[config.mk]
export PLATFORM = sky130hd
export DESIGN_NAME = ebi_core
export DESIGN_NICKNAME = d
export VERILOG_FILES = /design/src/include/ebi_pkg.sv /design/src/hw/ebi_strobe.sv /design/src/hw/ebi_core.sv
export SDC_FILE = /design/constraint.sdc
export NUM_CORES = 1
export LEC_CHECK = 0
export BUFFER_PORTS_ARGS = -buffer_cell sky130_fd_sc_hd__buf_2
export CORE_AREA = 2 2 133 135
export CTS_BUF_LIST = sky130_fd_sc_hd__clkbuf_8
export DETAILED_ROUTE_END_ITERATION = 12
export DIE_AREA = 0 0 135 137
export PLACE_DENSITY = 0.63
export REMOVE_ABC_BUFFERS = 1
export SLEW_MARGIN = 20
export SYNTH_ARGS = -nofsm -noshare
export SYNTH_HDL_FRONTEND = slang
export SYNTH_HIERARCHICAL = 1
export SYNTH_SLANG_ARGS = --single-unit
[constraint.sdc]
create_clock -name i_clk -period 3.4 [get_ports i_clk]
set_clock_uncertainty 0.05 [all_clocks]
set_input_delay 0.34 -clock i_clk [delete_from_list [all_inputs] [get_ports i_clk]]
set_output_delay 0.34 -clock i_clk [all_outputs]
set_load 0.01 [all_outputs]
[src/include/ebi_pkg.sv]
// Purpose: Shared types and constants for the external bus interface.
// Assumes: One 125 MHz clock; bus timing counted in clock cycles.
// Notes:   Configuration bits arrive as plain ports bundled in ebi_cfg_s.
package ebi_pkg;

    ////////////////////////////////////////////////////////////////////////
    // Widths and clock
    localparam int ADDR_W = 20;
    localparam int DATA_W = 16;
    localparam int CLK_MHZ = 125;

    ////////////////////////////////////////////////////////////////////////
    // Bus type encodings of bus_mux_select
    localparam logic [1:0] MUX_NONE  = 2'h0;
    localparam logic [1:0] MUX_AREA2 = 2'h1;
    localparam logic [1:0] MUX_AREA1 = 2'h2;
    localparam logic [1:0] MUX_ALL   = 2'h3;

    ////////////////////////////////////////////////////////////////////////
    // Address pin masks per width, shared-line masks per data width
    localparam logic [19:0] AMASK_12   = 20'h00FFF;
    localparam logic [19:0] AMASK_16   = 20'h0FFFF;
    localparam logic [19:0] AMASK_20   = 20'hFFFFF;
    localparam logic [19:0] SHARE_NARR = 20'h000FF;
    localparam logic [19:0] SHARE_WIDE = 20'h001FE;
    localparam logic [15:0] DMASK_NARR = 16'h00FF;
    localparam logic [15:0] DMASK_WIDE = 16'hFFFF;

    ////////////////////////////////////////////////////////////////////////
    // Reset values
    localparam logic [19:0] ADDR_RST = 20'h00000;
    localparam logic [2:0]  CNT_RST  = 3'h0;

    ////////////////////////////////////////////////////////////////////////
    // Types
    typedef enum logic [1:0] {
        ST_IDLE = 2'b00,
        ST_ALE  = 2'b01,
        ST_STB  = 2'b10
    } ebi_state_e;

    typedef struct packed {
        logic       expand;
        logic       addr_mid_port_select;
        logic       addr_upper_disable;
        logic       strobe_scheme_select;
        logic       bank_mode;
        logic [1:0] bus_mux_select;
        logic [3:0] cs_enable;
        logic [3:0] area_wait_disable;
        logic [7:0] area_wait_count;
    } ebi_cfg_s;

    typedef struct packed {
        logic        ext;
        logic [1:0]  area;
        logic [3:0]  bank;
        logic [19:0] addr;
        logic        write;
        logic        word;
        logic [15:0] wdata;
    } ebi_req_s;

endpackage : ebi_pkg

[src/hw/ebi_strobe.sv]
// Purpose: Encodes read, write and byte strobes for one bus cycle.
// Assumes: Inputs come from flip-flops on the same clock.
// Notes:   Pin o_wrl_n doubles as the single write strobe, o_wrh_n as
//          high_byte_enable_n, in the byte-enable scheme.
module ebi_strobe
    import ebi_pkg::*;
(
    // Cycle state
    input  wire logic       i_active,
    input  wire logic       i_write,
    input  wire logic [1:0] i_lanes,
    // Mode
    input  wire logic       i_narrow,
    input  wire logic       i_strobe_scheme_select,
    // Strobes
    output logic            o_rd_n,
    output logic            o_write_low_strobe_n,
    output logic            o_write_high_strobe_n
);

    wire split_w = !i_narrow && i_strobe_scheme_select;
    wire wr_w    = i_active && i_write;

    assign o_rd_n = !(i_active && !i_write);
    // Split scheme: one write strobe per byte lane
    assign o_write_low_strobe_n  = split_w ? !(wr_w && i_lanes[0])
                                           : !wr_w;
    // Byte-enable scheme: high byte enable for reads and writes; unused narrow
    assign o_write_high_strobe_n = split_w  ? !(wr_w && i_lanes[1])
                                 : i_narrow ? 1'b1
                                 : !(i_active && i_lanes[1]);

endmodule : ebi_strobe

[src/hw/ebi_core.sv]
// Purpose: External bus master: separate and multiplexed address/data bus.
// Assumes: Area decode and internal/external choice done by the requester.
// Notes:   One request at a time; ready only in idle. Pins are split into
//          out, enable and in; inputs pass two flip-flops.
// Function
// Narrow mux shares D0-D7 with A0-A7.
// Wide mux shares D0-D7 with A1-A8.
// Wide mux space: odd addresses not accessible.
// Address width 12/16/20 from two bits.
// Software uses only the three width encodings.
// Address undefined until first external access.
// Width pin high narrow, low wide.
// Width pin held constant during operation.
// Each chip select pin: port or select.
// Four areas, or bank number output.
// Ready or mux areas need wait states.
// Internal wait needs area waits enabled.
// Wait count from area_wait_count field.
// Different area: address and select change.
// Internal access: select drops, address holds.
// Same area: select stays asserted.
// No access: address and select hold.
// Wide bus picks strobe scheme.
// Split scheme encodes byte lanes by writes.
// Byte-enable scheme uses high enable, A0.
// Narrow bus: single strobe, enable unused.
// Address latch strobe on mux cycles.
// bus_mux_select picks multiplexed areas.
// Address while latch high, then data.
module ebi_core
    import ebi_pkg::*;
(
    // Clock and reset
    input  wire logic        i_clk,
    input  wire logic        i_rst,
    // Configuration
    input  wire ebi_cfg_s    i_cfg,
    input  wire logic        i_byte_pin,
    // Request and answer
    input  wire logic        i_req_valid,
    input  wire ebi_req_s    i_req,
    output logic             o_req_ready,
    output logic             o_done,
    output logic             o_err,
    output logic [15:0]      o_rdata,
    // Address pins
    output logic [19:0]      o_a_out,
    output logic [19:0]      o_a_oe,
    input  wire logic [19:0] i_a_in,
    // Data pins
    output logic [15:0]      o_d_out,
    output logic [15:0]      o_d_oe,
    input  wire logic [15:0] i_d_in,
    // Control pins
    output logic [3:0]       o_cs_n,
    output logic [3:0]       o_cs_oe,
    output logic             o_rd_n,
    output logic             o_write_low_strobe_n,
    output logic             o_write_high_strobe_n,
    output logic             o_ale
);

    ////////////////////////////////////////////////////////////////////////
    // Helpers
    function automatic logic is_mux(input logic [1:0] sel,
                                    input logic [1:0] area);
        is_mux = (sel == MUX_ALL)
              || (sel == MUX_AREA2 && area == 2'h2)
              || (sel == MUX_AREA1 && area == 2'h1);
    endfunction : is_mux

    function automatic logic [1:0] lanes_of(input logic narrow,
                                            input logic word,
                                            input logic a0);
        if (narrow)
            lanes_of = 2'h1;
        else if (a0)
            lanes_of = 2'h2;
        else
            lanes_of = word ? 2'h3 : 2'h1;
    endfunction : lanes_of

    ////////////////////////////////////////////////////////////////////////
    // Pin synchronisers
    logic        byte_meta_reg;
    logic        byte_sync_reg;
    logic [19:0] a_meta_reg;
    logic [19:0] a_sync_reg;
    logic [15:0] d_meta_reg;
    logic [15:0] d_sync_reg;

    always_ff @(posedge i_clk or posedge i_rst) begin
        if (i_rst) begin
            byte_meta_reg <= 1'b1;
            byte_sync_reg <= 1'b1;
            a_meta_reg    <= ADDR_RST;
            a_sync_reg    <= ADDR_RST;
            d_meta_reg    <= 16'h0000;
            d_sync_reg    <= 16'h0000;
        end else begin
            byte_meta_reg <= i_byte_pin;
            byte_sync_reg <= byte_meta_reg;
            a_meta_reg    <= i_a_in;
            a_sync_reg    <= a_meta_reg;
            d_meta_reg    <= i_d_in;
            d_sync_reg    <= d_meta_reg;
        end
    end

    // High level selects the narrow bus
    wire narrow_w = byte_sync_reg;

    ////////////////////////////////////////////////////////////////////////
    // State
    ebi_state_e  state_reg;
    ebi_state_e  state_next;
    logic [19:0] addr_reg;
    logic [1:0]  area_reg;
    logic [3:0]  bank_reg;
    logic        cs_act_reg;
    logic [2:0]  cnt_reg;
    logic        wr_reg;
    logic [1:0]  lanes_reg;
    logic [15:0] wdata_reg;
    logic        mux_reg;
    logic        err_reg;
    logic        seen_reg;
    logic        done_reg;
    logic [15:0] rdata_reg;

    wire accept_w   = i_req_valid && (state_reg == ST_IDLE);
    wire acc_ext_w  = accept_w && i_req.ext;
    wire acc_int_w  = accept_w && !i_req.ext;
    wire req_mux_w  = is_mux(i_cfg.bus_mux_select, i_req.area);
    wire req_err_w  = req_mux_w && !narrow_w && i_req.addr[0];
    wire last_w     = (state_reg == ST_STB) && (cnt_reg == CNT_RST);
    wire wait_dis_w = i_cfg.area_wait_disable[i_req.area];
    wire [1:0] wcnt_w = i_cfg.area_wait_count[{i_req.area, 1'b0} +: 2];
    // Wait states inserted only when waits are enabled for the area
    wire [2:0] waits_w = wait_dis_w ? CNT_RST : {1'b0, wcnt_w} + 3'h1;

    always_comb begin
        state_next = state_reg;
        case (state_reg)
            ST_IDLE: begin
                if (acc_ext_w)
                    state_next = req_mux_w ? ST_ALE : ST_STB;
            end
            ST_ALE: begin
                state_next = ST_STB;
            end
            ST_STB: begin
                if (cnt_reg == CNT_RST)
                    state_next = ST_IDLE;
            end
            default: begin
                state_next = ST_IDLE;
            end
        endcase
    end

    always_ff @(posedge i_clk or posedge i_rst) begin
        if (i_rst) begin
            state_reg <= ST_IDLE;
            cnt_reg   <= CNT_RST;
        end else begin
            state_reg <= state_next;
            if (acc_ext_w)
                cnt_reg <= waits_w;
            else if (state_reg == ST_STB && cnt_reg != CNT_RST)
                cnt_reg <= cnt_reg - 3'h1;
        end
    end

    // Address and area update only on an external access; internal
    // accesses and idle cycles leave the address pins unchanged.
    always_ff @(posedge i_clk or posedge i_rst) begin
        if (i_rst) begin
            addr_reg   <= ADDR_RST;
            area_reg   <= 2'h0;
            bank_reg   <= 4'h0;
            cs_act_reg <= 1'b0;
            seen_reg   <= 1'b0;
        end else if (acc_ext_w) begin
            addr_reg   <= i_req.addr;
            area_reg   <= i_req.area;
            bank_reg   <= i_req.bank;
            cs_act_reg <= 1'b1;
            seen_reg   <= 1'b1;
        end else if (acc_int_w) begin
            cs_act_reg <= 1'b0;
        end
    end

    always_ff @(posedge i_clk or posedge i_rst) begin
        if (i_rst) begin
            wr_reg    <= 1'b0;
            lanes_reg <= 2'h0;
            wdata_reg <= 16'h0000;
            mux_reg   <= 1'b0;
            err_reg   <= 1'b0;
        end else if (acc_ext_w) begin
            wr_reg    <= i_req.write;
            lanes_reg <= lanes_of(narrow_w, i_req.word, i_req.addr[0]);
            wdata_reg <= i_req.wdata;
            mux_reg   <= req_mux_w;
            err_reg   <= req_err_w;
        end
    end

    ////////////////////////////////////////////////////////////////////////
    // Read capture and answer
    wire [15:0] mux_rd_w = narrow_w ? {8'h00, a_sync_reg[7:0]}
                                    : {8'h00, a_sync_reg[8:1]};
    wire [15:0] sep_rd_w = narrow_w ? (d_sync_reg & DMASK_NARR)
                                    : d_sync_reg;

    always_ff @(posedge i_clk or posedge i_rst) begin
        if (i_rst) begin
            done_reg  <= 1'b0;
            rdata_reg <= 16'h0000;
        end else begin
            done_reg <= last_w || acc_int_w;
            if (last_w && !wr_reg)
                rdata_reg <= mux_reg ? mux_rd_w : sep_rd_w;
        end
    end

    assign o_req_ready = (state_reg == ST_IDLE);
    assign o_done      = done_reg;
    assign o_err       = done_reg && err_reg;
    assign o_rdata     = rdata_reg;

    ////////////////////////////////////////////////////////////////////////
    // Address pins
    wire stb_w       = (state_reg == ST_STB);
    wire mux_data_w  = mux_reg && stb_w;
    wire [19:0] share_w = narrow_w ? SHARE_NARR : SHARE_WIDE;
    wire [19:0] amask_w = !i_cfg.addr_upper_disable  ? AMASK_20
                        : i_cfg.addr_mid_port_select ? AMASK_12
                        : AMASK_16;
    wire [19:0] mux_wd_w = narrow_w ? {12'h000, wdata_reg[7:0]}
                                    : {11'h000, wdata_reg[7:0], 1'b0};

    // Shared lines carry address while the latch strobe is high, data after
    assign o_a_out = mux_data_w ? ((addr_reg & ~share_w) | mux_wd_w)
                                : addr_reg;
    // Unused upper lines revert to ports; nothing driven before first access
    assign o_a_oe = (i_cfg.expand && seen_reg)
                  ? (amask_w & ~((mux_data_w && !wr_reg) ? share_w : 20'h00000))
                  : 20'h00000;

    ////////////////////////////////////////////////////////////////////////
    // Data pins: D8-D15 on the narrow bus and all of D0-D15 on mux cycles stay undriven
    wire [15:0] dmask_w = narrow_w ? DMASK_NARR : DMASK_WIDE;
    assign o_d_out = wdata_reg;
    assign o_d_oe  = (stb_w && wr_reg && !mux_reg) ? dmask_w : 16'h0000;

    ////////////////////////////////////////////////////////////////////////
    // Chip selects and latch strobe
    wire [3:0] cs_sel_w = cs_act_reg ? (4'h1 << area_reg) : 4'h0;
    assign o_cs_n  = i_cfg.bank_mode ? bank_reg : ~cs_sel_w;
    assign o_cs_oe = i_cfg.expand ? i_cfg.cs_enable : 4'h0;
    assign o_ale   = (state_reg == ST_ALE);

    ebi_strobe u_strobe (
        .i_active               (stb_w && !err_reg),
        .i_write                (wr_reg),
        .i_lanes                (lanes_reg),
        .i_narrow               (narrow_w),
        .i_strobe_scheme_select (i_cfg.strobe_scheme_select),
        .o_rd_n                 (o_rd_n),
        .o_write_low_strobe_n   (o_write_low_strobe_n),
        .o_write_high_strobe_n  (o_write_high_strobe_n)
    );
endmodule : ebi_core

* Word level (Yosys, flattened, before mapping)
Cells that the tools add are included.
Widths: inputs -> output; s select.
** Word-level totals
- Flip-flop bits (word level) :: 123
- Bits in latches :: 0
- Bits in writable memories :: 0
- Memory bits (read-only) :: 0
- Input bits :: 108
- Output and inout bits :: 103
- Logic and storage cells :: 114
- Memories kept :: 0
** Cells by class
- $add $sub $neg :: 2
- Multiply operators :: 0
- Div/mod/pow operators :: 0
- Order comparisons :: 1
- Equality and inequality tests :: 9
- Shift operators :: 2
- Multiplexer cells :: 32
- Bitwise logic cells :: 6
- Reduce and logical (&&, ||, !) cells :: 42
** Operators with widths (count)
- $mux 16 :: 5
- $mux 20 :: 3
- $and 20x20->20 :: 2
- $not 9->20 :: 2
- $mux 9 :: 3
- $logic_and 1x1->1 :: 23
- $or 20x9->20 :: 1
- $mux 2 :: 6
- $mux 4 :: 3
- $logic_not 1->1 :: 10
- $mux 3 :: 3
- $eq 2x2->1 const B :: 4
- $mux 8 :: 1
- $shiftx 8x4->2 :: 1
- $eq 2x1->1 const B :: 3
- $mux 1 :: 6
- $pmux 2 s3 :: 1
- $ne 2x1->1 const B :: 2
- $not 4->4 :: 1
- $reduce_bool 2->1 :: 2
- $shl 1x2->4 const A :: 1
- $add 2x1->3 const B :: 1
- $logic_not 3->1 :: 1
- $logic_or 1x1->1 :: 3
- other kinds (6) :: 6

* Longest topological paths before layout
- Depth in word-level cells :: 7
- Gate-level depth with buffers :: 8
- Gate-level depth less buffers :: 6

* Cells and area by module
Netlist, hierarchy kept.
** By module, submodules not included
- ebi_core :: instances 1, cells each 483, area an instance 4968.5 µm², sequential area each 3080.5 µm²
- ebi_strobe :: instances 1, cells each 5, area an instance 38.8 µm², sequential area each 0.0 µm²

* Worst setup path after synthesis
OpenSTA, ideal clock, no wires.
- Path kind :: register to output
- Start point :: register mux_reg
- End point :: output port o_d_oe[10]
- Arrival :: 2.039 ns
- Data required time :: 3.010 ns
- Slack :: 0.971 ns
- Cell stages (with the launch flop) :: 5
- Buffers on the path :: 2
- Path through :: dfrtp_1 -> clkbuf_1 -> nor3b_1 -> nor2b_1 -> buf_4
** On the way
- Cells in the longest elaborated chain, start to end :: 3
** RTL lines
- from (decl) :: line ebi_core.sv:125 : logic mux_reg;
- from (signal assigned) :: line ebi_core.sv:206 : mux_reg <= req_mux_w;
- $logic_not 1->1 :: line ebi_core.sv:257 : assign o_d_oe = (stb_w && wr_reg && !mux_reg) ? dmask_w : 16'h0000;
- $logic_and 1x1->1 :: line ebi_core.sv:257
- $mux 16 :: line ebi_core.sv:257
- to (decl) :: line ebi_core.sv:52 : output logic [15:0] o_d_oe,
Every way passes these cells.

* Worst setup path in the final report
- Start point :: register mux_reg
- End point :: output port o_a_out[8]
** On the way
- Cells in the longest elaborated chain, start to end :: 2
** RTL lines
- $logic_and 1x1->1 :: line ebi_core.sv:237 : wire mux_data_w = mux_reg && stb_w;
- $mux 20 :: line ebi_core.sv:246 : assign o_a_out = mux_data_w ? ((addr_reg & ~share_w) | mux_wd_w)
- to (decl) :: line ebi_core.sv:47 : output logic [19:0] o_a_out,
Every way passes these cells.

==> reports/results.txt <==
Hold Fails Final Rpt: 0
Worst path bufs/invs: 2
Yosys reg bits: 123
Syn_area_per_cell: 10.3 um2
RSZ-0062 raised after global routing: false
Fin area: 6650 um2
Area grow syn2layout: 32.8%
Main flop type after synthesis: dfrtp_1
Sink Count: 123
Via count of the first global-routing pass: 3,601
Minimum setup slack among reg-to-reg paths: 1.35 ns
Worst setup path class: flop to output port
First-pass GRT wire length: 18,200 um
Core ar.: 17,100 um2
Synth warn: 6
GR Overflow Total: 0
Iteration-0 DRC Markers: 149
Sequential fraction of the synthesis area: 0.615
Starting density of the core: 0.294
Antenna-violating nets left: 0
Post-synth EDFFs: 0
Ant diodes: 0
Share of cells above drive strength 1: 0.351
Largest delay share family, worst path: flip-flops
Critical R2R Capture: o_d_out[12]
Worst Setup Start Kind: flop
Nets: 793
IO Pins: 211
CP cell instances: nand2_1, buf_4, nor2_1, mux2_1, buf_2
Synth top area cells: dfrtp_1, nand2_1, buf_4, mux2i_1, o21ai_1
Crit Path Max Fanout: 21
Die height: 137 um
Row count: 48
Max reg flops: 20
FILL cells: 1,716
GRT Util Overall: 0.130
Clock tree buffer depth: 2
DIE AREA: 18,500 um2
# port buffers: 199
Clk_lat worst skew: 0.43 ns
Largest net degree at the start of global routing: 69
Worst path slowest cell: dfrtp_1
Setup WS post-layout: 0.691 ns
Worst-case reg-to-reg path depth: 5
Root Driver: clkbuf_8
Initial DRT Pass Iterations: 4
Routed WL: 12,000 um
Post-CTS setup buffer count: 0
Cts hold-fix bufs: 31
Pre-CTS setup slack: 1.08 ns
Max Clk Rate: 0.369 GHz
Count leader, synth: nand2_1
H-tree Lvls: 4
Status: completed
Critical Path AT: 2.32 ns
Max incr delay on CP: 0.80 ns
Drt wl/cell: 13.1 um
Crit. End Element: output port
Die width: 135 um
Max Cap Violations: 0
Final min period: 2.71 ns
Post-DP HPWL: 8270 um
CTS tree: done
Yosys top cell area share: 0.605
Placed Instance Area: 5950 um2
Pins over their slew limit: 0
Area leader, netlist: dfrtp_1
Max-Slew Margin vs Limit: 0.286
Initial antenna violation count: 0
Vias per inst: 4.14
PD cells: 735 nW/um2
Mapped Area: 5010 um2
Placer Congestion: 0.716
Hold crit path type: primary input to asynchronous set/reset pin
Residual DRC count: 0
Vias: 3,810
Clock slew at reported path FFs: 0.07 ns
Gate Count Post-Synth: 488
Worst EP required: 3.01 ns
Cell variety after synth: 38
Ys async rst share: 1.00
P_leak: 3.50 nW
Setup-failing EPs final: 0
Synth cell count leaders: nand2_1, dfrtp_1, buf_4
Post-CTS sizing: 0
Max VDD drop: 0.284 mV
Fin crit share: 0.797
Inserted Clock Buffers: 17
Worst r2r src: state_reg[1]
Worst-margin pin slew: 1.07 ns
==> area by class of cell <==
| cell class | count | area (um2) | area share |
|---|---|---|---|
| sequential | 123 | 3080 | 0.463 |
| multi-input combinational | 295 | 1500 | 0.226 |
| timing repair buffer | 236 | 1360 | 0.205 |
| tap | 225 | 282 | 0.0423 |
| clock buffer | 17 | 234 | 0.0352 |
| clock inverter | 15 | 151 | 0.0228 |
| inverter | 9 | 36.3 | 0.00546 |
==> worst max-delay path by stage <==
stage / startpoint / endpoint / slack [ns] / cells after the start
2_1_floorplan: mux_reg / o_d_oe[10] / -0.62 / 2
3_3_place_gp: mux_reg / o_a_out[8] / 1.10 / 5
3_5_place_dp: mux_reg / o_a_out[8] / 1.08 / 5
4_1_cts: mux_reg / o_a_out[8] / 0.57 / 5
5_1_grt: mux_reg / o_a_out[8] / 0.49 / 5
6_report: mux_reg / o_a_out[8] / 0.69 / 5
==> through the flow <==
step / power, W / hold WS [ns] / std cells / TNS, ns / util
2_1_floorplan: 0.00295 / 0.281 / 427 / -36.13 / -
3_3_place_gp: 0.00363 / 0.282 / 857 / 0 / 0.349
3_5_place_dp: 0.00367 / 0.285 / 857 / 0 / 0.349
4_1_cts: 0.00499 / 0.0000885 / 920 / 0 / 0.390
5_1_grt: 0.00526 / 0.00386 / 920 / 0 / 0.390
6_report: 0.00488 / 0.0198 / 920 / 0 / 0.390
==> cells by family after synthesis <==
group / synth area share
DFF: 0.615
buffers and inverters: 0.0865
AOI/OAI and AO/OA: 0.0612
and+or+nand+nor: 0.175
muxes: 0.0507
xor gates and xnor gates: 0.00350
adders and majority gates: 0.00750
==> per-layer routing <==
layer	GRT usage	up-vias	part of all wire	wire, um
li1	-	1909	-	-
met1	0.150	1763	0.42	5000
met2	0.221	120	0.51	6120
met3	0.0415	18	0.056	677
met4	0.0619	0	0.021	251
met5	0	-	0	0
==> cell usage in the layout (no fill, tap or decap), types with 4 or more instances in the layout <==
cell             n
a21oi_1          6
and2_1           5
buf_2          199
buf_4            5
clkbuf_8        17
clkinvlp_4       4
dfrtp_1        121
dlygate4sd3_1   31
inv_1           10
mux2i_1         16
nand2_1        174
nand2b_1         4
nor2_1          15
nor2b_1          7
o21ai_0         13
o21ai_1         23
==> where the power goes <==
part           internal, W  switching, W
clock network     0.000649      0.000602
logic             0.000637      0.000874
registers          0.00186      0.000265
Power figures use the tool's default switching activity.
